===== src/rtl/wdr_pkg.sv =====
// Package for the watchdog reset timer: register map, field layout,
// reset values, timing constants and shared types.
// Assumes a 20 MHz system clock and a 32-bit Avalon-MM register bus.
package wdr_pkg;

  // ----------------------------------------------------------------
  // Register map (byte addresses on the Avalon-MM bus)
  // ----------------------------------------------------------------
  localparam int unsigned WDR_ADDR_W        = 4;
  localparam logic [3:0]  WDR_OFS_CTRL_STAT = 4'h0;
  localparam logic [3:0]  WDR_OFS_COUNT     = 4'h4;
  localparam logic [3:0]  WDR_OFS_CLKSEL    = 4'h8;

  // ----------------------------------------------------------------
  // Control/status field positions
  // ----------------------------------------------------------------
  localparam int unsigned WDR_CNT_WEN_INH  = 7;
  localparam int unsigned WDR_CNT_WEN      = 6;
  localparam int unsigned WDR_REG_WEN_INH  = 5;
  localparam int unsigned WDR_REG_WEN      = 4;
  localparam int unsigned WDR_ON_INH       = 3;
  localparam int unsigned WDR_ENABLE       = 2;
  localparam int unsigned WDR_FLAG_INH     = 1;
  localparam int unsigned WDR_FLAG         = 0;

  // ----------------------------------------------------------------
  // Reset values
  // ----------------------------------------------------------------
  localparam logic [7:0]  WDR_COUNT_RST    = 8'h00;
  localparam logic [7:0]  WDR_COUNT_MAX    = 8'hFF;
  localparam logic [2:0]  WDR_CLKSEL_RST   = 3'h7;
  localparam logic [4:0]  WDR_CLKSEL_PAD   = 5'h1F;
  localparam logic [31:0] WDR_RDATA_ZERO   = 32'h0000_0000;

  // ----------------------------------------------------------------
  // Timing
  // ----------------------------------------------------------------
  localparam int unsigned WDR_PRESC_W      = 13;
  localparam int unsigned WDR_TAP_BASE     = 6;
  localparam int unsigned WDR_RST_OSC_CYC  = 512;
  localparam int unsigned WDR_OSC_PER_SYS  = 2;
  localparam int unsigned WDR_RST_SYS_CYC  =
    (WDR_RST_OSC_CYC + WDR_OSC_PER_SYS - 1) / WDR_OSC_PER_SYS;

  // ----------------------------------------------------------------
  // Types
  // ----------------------------------------------------------------
  typedef enum logic [2:0] {
    WDR_PM_ACTIVE,
    WDR_PM_SLEEP,
    WDR_PM_WATCH,
    WDR_PM_SUBACTIVE,
    WDR_PM_SUBSLEEP,
    WDR_PM_STANDBY
  } wdr_pmode_t;

  typedef struct packed {
    logic cnt_write_enable;
    logic reg_write_enable;
    logic wd_enable;
    logic overflow_reset_flag;
  } wdr_csr_t;

  localparam wdr_csr_t WDR_CSR_RST = '{default: 1'b0};

endpackage


===== src/rtl/wdr_watchdog.sv =====
// Watchdog reset timer: 8-bit counter on a prescaled system clock,
// guarded control/status register and chip-wide overflow reset.
// Assumes an Avalon-MM master on the same clock and that rst is the
// external reset pin, already synchronous to the clock.
`timescale 1ns/100ps
`default_nettype none

// Summary of operation
// - Counter write enable changes only with inhibit zero
// - Counter writes accepted only while enabled
// - Register write enable changes only with inhibit zero
// - Enable and flag writable only under register enable
// - Inhibit bits read one, never stored
// - Enable set or cleared by guarded write
// - Counter advances only while watchdog enabled
// - Flag cleared by pin reset or guarded zero
// - Overflow reset drives the whole chip
// - Readable 8-bit up-counter, reset to zero
// - Wrap raises internal reset and sets flag
// - Clock select chooses divide 64 to 8192
// - Clock select upper bits read one
// - Internal reset one clock after overflow pulse
// - Internal reset lasts 512 oscillator cycles
// - Written count becomes the new start point
// - Counter, status and select follow power modes
module wdr_watchdog
  import wdr_pkg::*;
#(
  parameter int unsigned RST_CYCLES = WDR_RST_SYS_CYC
)(
  input  wire logic                  clock,
  input  wire logic                  rst,
  input  wire wdr_pmode_t            power_mode,
  input  wire logic [WDR_ADDR_W-1:0] address,
  input  wire logic                  read,
  input  wire logic                  write,
  input  wire logic [31:0]           writedata,
  input  wire logic [3:0]            byteenable,
  output var  logic [31:0]           readdata,
  output var  logic                  waitrequest,
  output var  logic                  chip_reset_q,
  output var  logic                  wd_enable_q
);

  // ----------------------------------------------------------------
  // Declarations
  // ----------------------------------------------------------------
  wdr_csr_t   csr_q;
  logic [7:0] count_q;
  logic [2:0] clksel_q;
  logic       wait_q;
  logic [31:0] rdata_q;
  logic       ovf_q;
  logic       int_rst;
  logic       blk_rst;
  logic       tick;
  logic       run_cnt;
  logic       csr_live;
  logic       sel_live;
  logic       acc;
  logic       wr_ok;
  logic       sel_csr;
  logic       sel_cnt;
  logic       sel_clk;
  logic [7:0] wb;
  logic [7:0] csr_rd;
  logic       wrap;

  // ----------------------------------------------------------------
  // Power modes
  // ----------------------------------------------------------------
  // Counter and status run in active and sleep; clock select only
  // accepts writes in active, so it is retained in every other mode
  always_comb
  begin
    run_cnt  = 1'b0;
    csr_live = 1'b0;
    sel_live = 1'b0;
    unique case (power_mode)
      WDR_PM_ACTIVE:
      begin
        run_cnt  = 1'b1;
        csr_live = 1'b1;
        sel_live = 1'b1;
      end
      WDR_PM_SLEEP:
      begin
        run_cnt  = 1'b1;
        csr_live = 1'b1;
      end
      WDR_PM_WATCH,
      WDR_PM_SUBACTIVE,
      WDR_PM_SUBSLEEP,
      WDR_PM_STANDBY:
      begin
        run_cnt  = 1'b0;
      end
      default:
      begin
        run_cnt  = 1'b0;
      end
    endcase
  end

  // ----------------------------------------------------------------
  // Resets
  // ----------------------------------------------------------------
  // The overflow reset clears the block too, but the flag survives it
  assign int_rst = chip_reset_q;
  assign blk_rst = rst | int_rst;

  // ----------------------------------------------------------------
  // Bus slave: one wait cycle, then the answer
  // ----------------------------------------------------------------
  assign acc     = (read | write) & !wait_q;
  assign wr_ok   = write & !wait_q & byteenable[0];
  assign sel_csr = (address == WDR_OFS_CTRL_STAT);
  assign sel_cnt = (address == WDR_OFS_COUNT);
  assign sel_clk = (address == WDR_OFS_CLKSEL);
  assign wb      = writedata[7:0];

  always_ff @(posedge clock)
  begin
    if (rst)
      wait_q <= 1'b1;
    else if ((read | write) && wait_q)
      wait_q <= 1'b0;
    else
      wait_q <= 1'b1;
  end

  // Inhibit bits always read back as one
  always_comb
  begin
    csr_rd                  = 8'h00;
    csr_rd[WDR_CNT_WEN_INH] = 1'b1;
    csr_rd[WDR_REG_WEN_INH] = 1'b1;
    csr_rd[WDR_ON_INH]      = 1'b1;
    csr_rd[WDR_FLAG_INH]    = 1'b1;
    csr_rd[WDR_CNT_WEN]     = csr_q.cnt_write_enable;
    csr_rd[WDR_REG_WEN]     = csr_q.reg_write_enable;
    csr_rd[WDR_ENABLE]      = csr_q.wd_enable;
    csr_rd[WDR_FLAG]        = csr_q.overflow_reset_flag;
  end

  // Read data is captured in the cycle that ends the wait
  always_ff @(posedge clock)
  begin
    if (rst)
      rdata_q <= WDR_RDATA_ZERO;
    else if (read && wait_q)
    begin
      if (sel_csr)
        rdata_q <= {24'h00_0000, csr_rd};
      else if (sel_cnt)
        rdata_q <= {24'h00_0000, count_q};
      else if (sel_clk)
        rdata_q <= {24'h00_0000, WDR_CLKSEL_PAD, clksel_q};
      else
        rdata_q <= WDR_RDATA_ZERO;
    end
  end

  assign readdata    = rdata_q;
  assign waitrequest = wait_q;

  // ----------------------------------------------------------------
  // Control/status: counter write enable
  // ----------------------------------------------------------------
  // Every gate below reads the enables as held before this write
  always_ff @(posedge clock)
  begin
    if (blk_rst)
      csr_q.cnt_write_enable <= 1'b0;
    else if (wr_ok && sel_csr && csr_live
             && !wb[WDR_CNT_WEN_INH])
      csr_q.cnt_write_enable <= wb[WDR_CNT_WEN];
  end

  // ----------------------------------------------------------------
  // Control/status: register write enable
  // ----------------------------------------------------------------
  always_ff @(posedge clock)
  begin
    if (blk_rst)
      csr_q.reg_write_enable <= 1'b0;
    else if (wr_ok && sel_csr && csr_live
             && !wb[WDR_REG_WEN_INH])
      csr_q.reg_write_enable <= wb[WDR_REG_WEN];
  end

  // ----------------------------------------------------------------
  // Control/status: watchdog on
  // ----------------------------------------------------------------
  always_ff @(posedge clock)
  begin
    if (blk_rst)
      csr_q.wd_enable <= 1'b0;
    else if (wr_ok && sel_csr && csr_live
             && csr_q.reg_write_enable
             && !wb[WDR_ON_INH])
      csr_q.wd_enable <= wb[WDR_ENABLE];
  end

  assign wd_enable_q = csr_q.wd_enable;

  // ----------------------------------------------------------------
  // Control/status: overflow reset flag
  // ----------------------------------------------------------------
  // Of the resets only the pin reset clears it, so software can tell after boot
  // whether the watchdog fired; the hardware set beats a clear
  always_ff @(posedge clock)
  begin
    if (rst)
      csr_q.overflow_reset_flag <= 1'b0;
    else if (ovf_q)
      csr_q.overflow_reset_flag <= 1'b1;
    else if (wr_ok && sel_csr && csr_live
             && csr_q.reg_write_enable
             && !wb[WDR_FLAG_INH]
             && !wb[WDR_FLAG])
      csr_q.overflow_reset_flag <= 1'b0;
  end

  // ----------------------------------------------------------------
  // Clock select
  // ----------------------------------------------------------------
  always_ff @(posedge clock)
  begin
    if (blk_rst)
      clksel_q <= WDR_CLKSEL_RST;
    else if (wr_ok && sel_clk && sel_live)
      clksel_q <= wb[2:0];
  end

  wdr_prescaler #(
    .TAPS   (8)
  ) u_presc (
    .clock  (clock),
    .rst    (blk_rst),
    .run    (run_cnt),
    .sel    (clksel_q),
    .tick_q (tick)
  );

  // ----------------------------------------------------------------
  // Counter
  // ----------------------------------------------------------------
  // A guarded write wins over a coincident tick, and a write that
  // lands on a wrap suppresses that overflow
  assign wrap = tick && csr_q.wd_enable && run_cnt
                && (count_q == WDR_COUNT_MAX);

  always_ff @(posedge clock)
  begin
    if (blk_rst)
      count_q <= WDR_COUNT_RST;
    else if (wr_ok && sel_cnt && csr_q.cnt_write_enable)
      count_q <= wb;
    else if (tick && csr_q.wd_enable && run_cnt)
      count_q <= count_q + 8'h01;
  end

  // ----------------------------------------------------------------
  // Overflow to chip reset
  // ----------------------------------------------------------------
  always_ff @(posedge clock)
  begin
    if (blk_rst)
      ovf_q <= 1'b0;
    else
      ovf_q <= wrap && !(wr_ok && sel_cnt
                         && csr_q.cnt_write_enable);
  end

  // Trigger at ovf_q, so the reset rises two cycles after wrap
  wdr_reset_stretch #(
    .CYCLES   (RST_CYCLES)
  ) u_stretch (
    .clock    (clock),
    .rst      (rst),
    .trigger  (ovf_q),
    .active_q (chip_reset_q)
  );

endmodule // wdr_watchdog
`default_nettype wire


===== src/rtl/wdr_prescaler.sv =====
// Free-running system clock prescaler with eight selectable taps.
// Assumes a synchronous active-high reset on the same clock.
`timescale 1ns/100ps
`default_nettype none
module wdr_prescaler
  import wdr_pkg::*;
#(
  parameter int unsigned TAPS = 8
)(
  input  wire logic       clock,
  input  wire logic       rst,
  input  wire logic       run,
  input  wire logic [2:0] sel,
  output var  logic       tick_q
);

  logic [WDR_PRESC_W-1:0] div_q;
  logic [TAPS-1:0]        tap;

  // ----------------------------------------------------------------
  // Divider chain; halted in low-power modes that stop the counter
  // ----------------------------------------------------------------
  always_ff @(posedge clock)
  begin
    if (rst)
      div_q <= '0;
    else if (run)
      div_q <= div_q + 1'b1;
  end

  // Tap i fires once every 2^(6+i) clocks
  for (genvar i = 0; i < TAPS; i++)
  begin : g_tap
    assign tap[i] = &div_q[WDR_TAP_BASE+i-1:0];
  end

  always_ff @(posedge clock)
  begin
    if (rst)
      tick_q <= 1'b0;
    else
      tick_q <= run & tap[sel];
  end

endmodule // wdr_prescaler
`default_nettype wire


===== src/rtl/wdr_reset_stretch.sv =====
// Stretches a one-cycle overflow event into the chip-wide reset pulse.
// Assumes the trigger is a one-cycle pulse on the same clock.
`timescale 1ns/100ps
`default_nettype none
module wdr_reset_stretch
  import wdr_pkg::*;
#(
  parameter int unsigned CYCLES = WDR_RST_SYS_CYC
)(
  input  wire logic clock,
  input  wire logic rst,
  input  wire logic trigger,
  output var  logic active_q
);

  localparam int unsigned CW = $clog2(CYCLES + 1);
  localparam logic [CW-1:0] LAST = CW'(CYCLES - 1);

  logic [CW-1:0] cnt_q;

  // ----------------------------------------------------------------
  // Pulse length counter; the pulse must not reset itself
  // ----------------------------------------------------------------
  always_ff @(posedge clock)
  begin
    if (rst)
    begin
      active_q <= 1'b0;
      cnt_q    <= '0;
    end
    else if (trigger && !active_q)
    begin
      active_q <= 1'b1;
      cnt_q    <= '0;
    end
    else if (active_q)
    begin
      if (cnt_q == LAST)
        active_q <= 1'b0;
      cnt_q <= cnt_q + 1'b1;
    end
  end

endmodule // wdr_reset_stretch
`default_nettype wire


===== config.mk =====
export PLATFORM = sky130hd
export DESIGN_NAME = wdr_watchdog
export DESIGN_NICKNAME = d
export VERILOG_FILES = /design/src/rtl/wdr_pkg.sv /design/src/rtl/wdr_watchdog.sv /design/src/rtl/wdr_prescaler.sv /design/src/rtl/wdr_reset_stretch.sv
export SDC_FILE = /design/constraint.sdc
export NUM_CORES = 1
export LEC_CHECK = 0
export BUFFER_PORTS_ARGS = -buffer_cell sky130_fd_sc_hd__buf_4
export CORE_MARGIN = 1.5
export CORE_UTILIZATION = 48
export CTS_CLUSTER_SIZE = 12
export DETAILED_ROUTE_END_ITERATION = 8
export PLACE_DENSITY = 0.73
export SLEW_MARGIN = 0
export SYNTH_ARGS = -nofsm -noshare
export SYNTH_HDL_FRONTEND = slang
export SYNTH_SLANG_ARGS = --single-unit

===== constraint.sdc =====
create_clock -name clock -period 3.2 [get_ports clock]
set_input_delay 0.48 -clock clock [delete_from_list [all_inputs] [get_ports clock]]
set_output_delay 0.48 -clock clock [all_outputs]
set_load 0.005 [all_outputs]

# Word-level counts from Yosys, hierarchy flattened
# Cells that the tools add are included.
# classes
bitwise_logic,5
div,0
magnitude_cmp,1
n_eq_ne,5
n_mul,0
mux,15
shifts,0
n_reduce_logical,41
addsub,3
# ops
cell,count
2-to-1 mux 8 bit,5
logical AND 1 bit,19
"adder 13 x 1 -> 13 bit, second input constant",1
AND reduction 13 bit,1
AND reduction 12 bit,1
AND reduction 11 bit,1
AND reduction 10 bit,1
"adder 9 x 1 -> 9 bit, second input constant",1
"== test 9 x 8 -> 1 bit, second input constant",1
2-to-1 mux 1 bit,9
AND reduction 9 bit,1
"adder 8 x 1 -> 8 bit, second input constant",1
"== test 8 bit, second input constant",1
zero test 1 bit,8
AND reduction 8 bit,1
AND reduction 7 bit,1
AND reduction 6 bit,1
"== test 4 x 3 -> 1 bit, second input constant",1
"== test 4 bit, second input constant",1
zero test 4 bit,1
"less-than comparator 3 x 4 -> 1 bit, second input constant",1
nonzero test 2 bit,2
OR reduction 2 bit,2
AND 1 bit,3
4 further kinds,5
# word_totals
ramBits,0
ff_bits,73
mem_count,0
output_inout_bits,35
rom_bits,0
latch_bits,0

# Logic depth before layout (Yosys ltp)
# depth
ltp_word,10
ltp_mapped,8

# Modules after synthesis
# Synthesis repeated with hierarchy kept, for this count alone.
# hier_totals
cells_unflattened,314
area_unflattened_um2,2695.1
# modules_own_cells
module,area_each_um2,cells_per_inst,n_inst
wdr_watchdog,1519.0,184,1
wdr_prescaler,726.9,81,1
wdr_reset_stretch,449.2,49,1

# Least setup slack after synthesis
# Ideal clock, no wire load.
# synth_timing
path_kind,in2reg
from,in address[1]
to,"reg csr_q, in the netlist wd_enable_q"
path_slack_ps,1460
required_time_ps,3075
arrival_ps,1615
path_stages,5
path_buffers,1
setup_time_ps,125
cell_sequence,or4_1 buf_2 nor4_4 mux2i_1 nor2_2
# synth_between
elab_chain_len,5
# synth_lines
element,line_no,rtl
start: declaration,wdr_watchdog.sv:34,"input wire logic [WDR_ADDR_W-1:0] address,"
zero test 4 bit,wdr_watchdog.sv:117,assign sel_csr = (address == WDR_OFS_CTRL_STAT);
logical AND 1 bit (2 in a row),wdr_watchdog.sv:199,else if (wr_ok && sel_csr && csr_live
logical AND 1 bit,wdr_watchdog.sv:200,&& csr_q.reg_write_enable
logical AND 1 bit,wdr_watchdog.sv:201,&& !wb[WDR_ON_INH])
end: declaration,wdr_watchdog.sv:48,wdr_csr_t csr_q;
# No other way between the ends.
# A chain may end at the register's enable or synchronous reset.

# Worst setup path after layout
# layout_timing
from,in power_mode[2]
to,reg count_q[5]
# layout_between
elab_chain_len,5
word_cells_on_any_way,6
classes_between,1 x eq/ne; 1 x mux; 4 x reduce/logical
# layout_lines
element,line_no,rtl
start: declaration,wdr_watchdog.sv:33,"input wire wdr_pmode_t power_mode,"
== test 3 x 1 -> 1 bit or zero test 3 bit (tied branches),wdr_watchdog.sv:79,unique case (power_mode)
OR reduction 2 bit (no line) (*),n/a,
2-to-1 mux 1 bit (*),wdr_watchdog.sv:79,
logical AND 1 bit (*),wdr_watchdog.sv:260,else if (tick && csr_q.wd_enable && run_cnt)
nonzero test 2 bit (no line) (*),n/a,
end signal: assignment,wdr_watchdog.sv:259,count_q <= wb;
end signal: assignment,wdr_watchdog.sv:261,count_q <= count_q + 8'h01;
end: declaration,wdr_watchdog.sv:49,logic [7:0] count_q;
# Every way passes the cells marked *; elsewhere a longest branch is shown, timed or not.

==> flow_summary.ini <==
[run_status]
status = completed

[worst_setup_path]
startpoint_type = primary input
reg2reg_to = u_presc.div_q[7]
worstPathRequired_ns = 3.45
worstPathMaxFanout = 15
endpoint = count_q[5]
reg2reg_slack_ns = 1.52
timing.rr.start = u_stretch.active_q
critPathLaunch = power_mode[2]
arrival_ns = 1.96
path_class = primary input to flop
r2r_cells = 3
endpoint_kind = flop

[final_layout]
stdcell_area_um2 = 2810
fin_cells = 393
final_cell_mix = 49 x dfxtp_1, 32 x buf_4, 27 x nand2_1, 27 x nor2_1, 24 x conb_1
drive_gt1_share_pct = 14.6
fin_nets = 374
diodes = 0
final_common_cell = dfxtp_1
fill_cells = 508
area_growth_syn_to_layout_pct = 11.1
final_util_pct = 55.0

[yosys]
async_flop_share_pct = 0
synth_top_cell_by_area = dfxtp_1
synthesis.area_um2 = 2530
synth_seq_cells = 49
synth.avg_cell_area_um2 = 8.60
synth_ff_type = dfxtp_1
synth_edf_count = 0
ys_top_cells_by_area = dfxtp_1 39%, buf_4 7.1%, a21oi_1 4.4%
yosys_warnings = 0
syn_inst = 294
synth_seq_area_share_pct = 38.8
netlist.area_leader.share_pct = 38.8
synthDistinctLibCells = 46

[place]
dp_cells = 385
place_area_um2 = 2710
hpwl_um = 3710
numPortBuffers = 30
gp_congestion = 0.825

[routing]
drc = 0
drtIter0Drc = 108
post_drt_via_cell_ratio = 5.27
ant_nets = 0
wl_per_cell_um = 12.9
wl_um = 5070
num_vias = 2071
first_pass_iters = 4

[grt]
grtUsageTotal_pct = 19.0
grt_pass1_wl_um = 8130
grt_pass1_vias = 1795
grt-ovfl-total = 0
grt_max_degree = 18
antenna_found_initial = 0

[clock_network]
clock-root-buffer = clkbuf_8
clkSinkCount = 49
ctsResizeCount = 0
htree_levels = 2
cts_buffers = 5
post-cts-setup-buffers = 0
cts_tree = built
clkSlewWorstSetupHoldPaths_ns = 0.09
clock_latency_ns = 0.31
cts.path.max_buffers = 2
ctsHoldBuffers = 0

[die]
dieArea_um2 = 5710
ios = 82
die_height_um = 75.6
initial_core_util_pct = 49.5
die_w_um = 75.6
rows = 26
core_area_um2 = 5110

[hold_path]
worstHoldPathType = primary input to flop
min_from = rst

[power_and_ir_drop]
p_leak_nw = 1.06
power_density_nw_per_um2 = 398
ir_drop_v = 0.000179

[timing]
final.setup_skew_ns = 0.00796
clock.fmax_mhz = 587
tns_ns = 0
min_period_over_period_pct = 53.3
finalSetupViolCount = 0
worstMarginPinSlew_ns = 0.673
final_max_slew_viol_count = 0
rsz0062_at_grt = no
period_needed_ns = 1.70
relSlewSlack_pct = 55.2
hold_viol = 0

[run]
maxCapViolations = 0
==> worst min path at each step <==
stage	end	slack, ns	cells after the start
2_1_floorplan	u_presc.div_q[7]	0.44	2
3_3_place_gp	waitrequest	0.44	1
3_5_place_dp	csr_q[0]	0.46	2
4_1_cts	csr_q[0]	0.37	2
5_1_grt	csr_q[0]	0.39	2
6_report	csr_q[0]	0.38	2
==> cell type report <==
type,instances,area (µm²),area share (%)
multi-input combinational,227,1370,48.9
timing repair buffer,32,240,8.55
clock buffer,7,96.3,3.43
tap,70,87.6,3.12
inverter,7,26.3,0.935
sequential,49,981,34.9
clock inverter,1,5.00,0.178
==> sequential cells by signal, summed over array words and instances, names as in the netlist, 3 cells and up <==
name	count
u_presc.div_q	13
u_stretch.cnt_q	9
count_q	8
readdata	8
clksel_q	3
csr_q	3
==> metal layers <==
layer | GRT usage (%) | share of wire, % | wire length, µm | up-vias
met5 | 0 | 0 | 0 | -
met4 | 7.34 | 1.3 | 65 | 0
met3 | 5.82 | 5.2 | 266 | 6
met2 | 30.2 | 49 | 2470 | 50
met1 | 24.4 | 45 | 2270 | 962
li1 | - | - | - | 1053
==> report_power, final <==
part / leakage [nW] / switching [mW] / internal [mW] / total [mW]
Clock: 0.0542 / 0.208 / 0.196 / 0.403
Sequential: 0.396 / 0.00563 / 0.618 / 0.624
Combinational: 0.613 / 0.0531 / 0.0376 / 0.0908
==> cells by family (layout without fill, tap and decap cells) <==
| logic type | count (synthesis) | in the layout | synth area share [%] |
|---|---|---|---|
| buffers and inverters | 41 | 47 | 10.3 |
| muxes | 6 | 6 | 2.38 |
| DFF | 49 | 49 | 38.8 |
| AOI/OAI and AO/OA | 63 | 63 | 14.3 |
| and+or+nand+nor | 110 | 110 | 24.9 |
| other | 1 | 24 | 0.148 |
| xor gates and xnor gates | 19 | 19 | 6.58 |
| adders and majority gates | 5 | 5 | 2.47 |
==> Yosys cell counts, types with 4 or more instances <==
cell type and count:
nor4_1 5, o21ai_0 20, mux2i_1 6, ha_1 5, or3_1 5, nand3_1 9, clkbuf_1 5, nor2_1 27
nand2_1 27, xor2_1 11, xnor2_1 8, a21oi_1 22, nand4_1 9, a211oi_1 4, buf_4 24, inv_1 7
a31oi_1 5, dfxtp_1 49
==> through the flow <==
step / hold WS, ns / setup slack (ns) / total power, mW
CTS: 0.370 / 1.50 / 1.13
global route: 0.390 / 1.32 / 1.16
detailed placement: 0.457 / 1.17 / 0.729
floorplan: 0.436 / 1.46 / 0.704
finish: 0.381 / 1.50 / 1.12
global placement: 0.445 / 1.18 / 0.727
==> critical path: stages <==
cell and delay, ns:
buf_4 0.12, or2_1 0.47, or4_4 0.60, xor2_1 0.15, a21oi_1 0.13
Power figures use the tool's default switching activity.
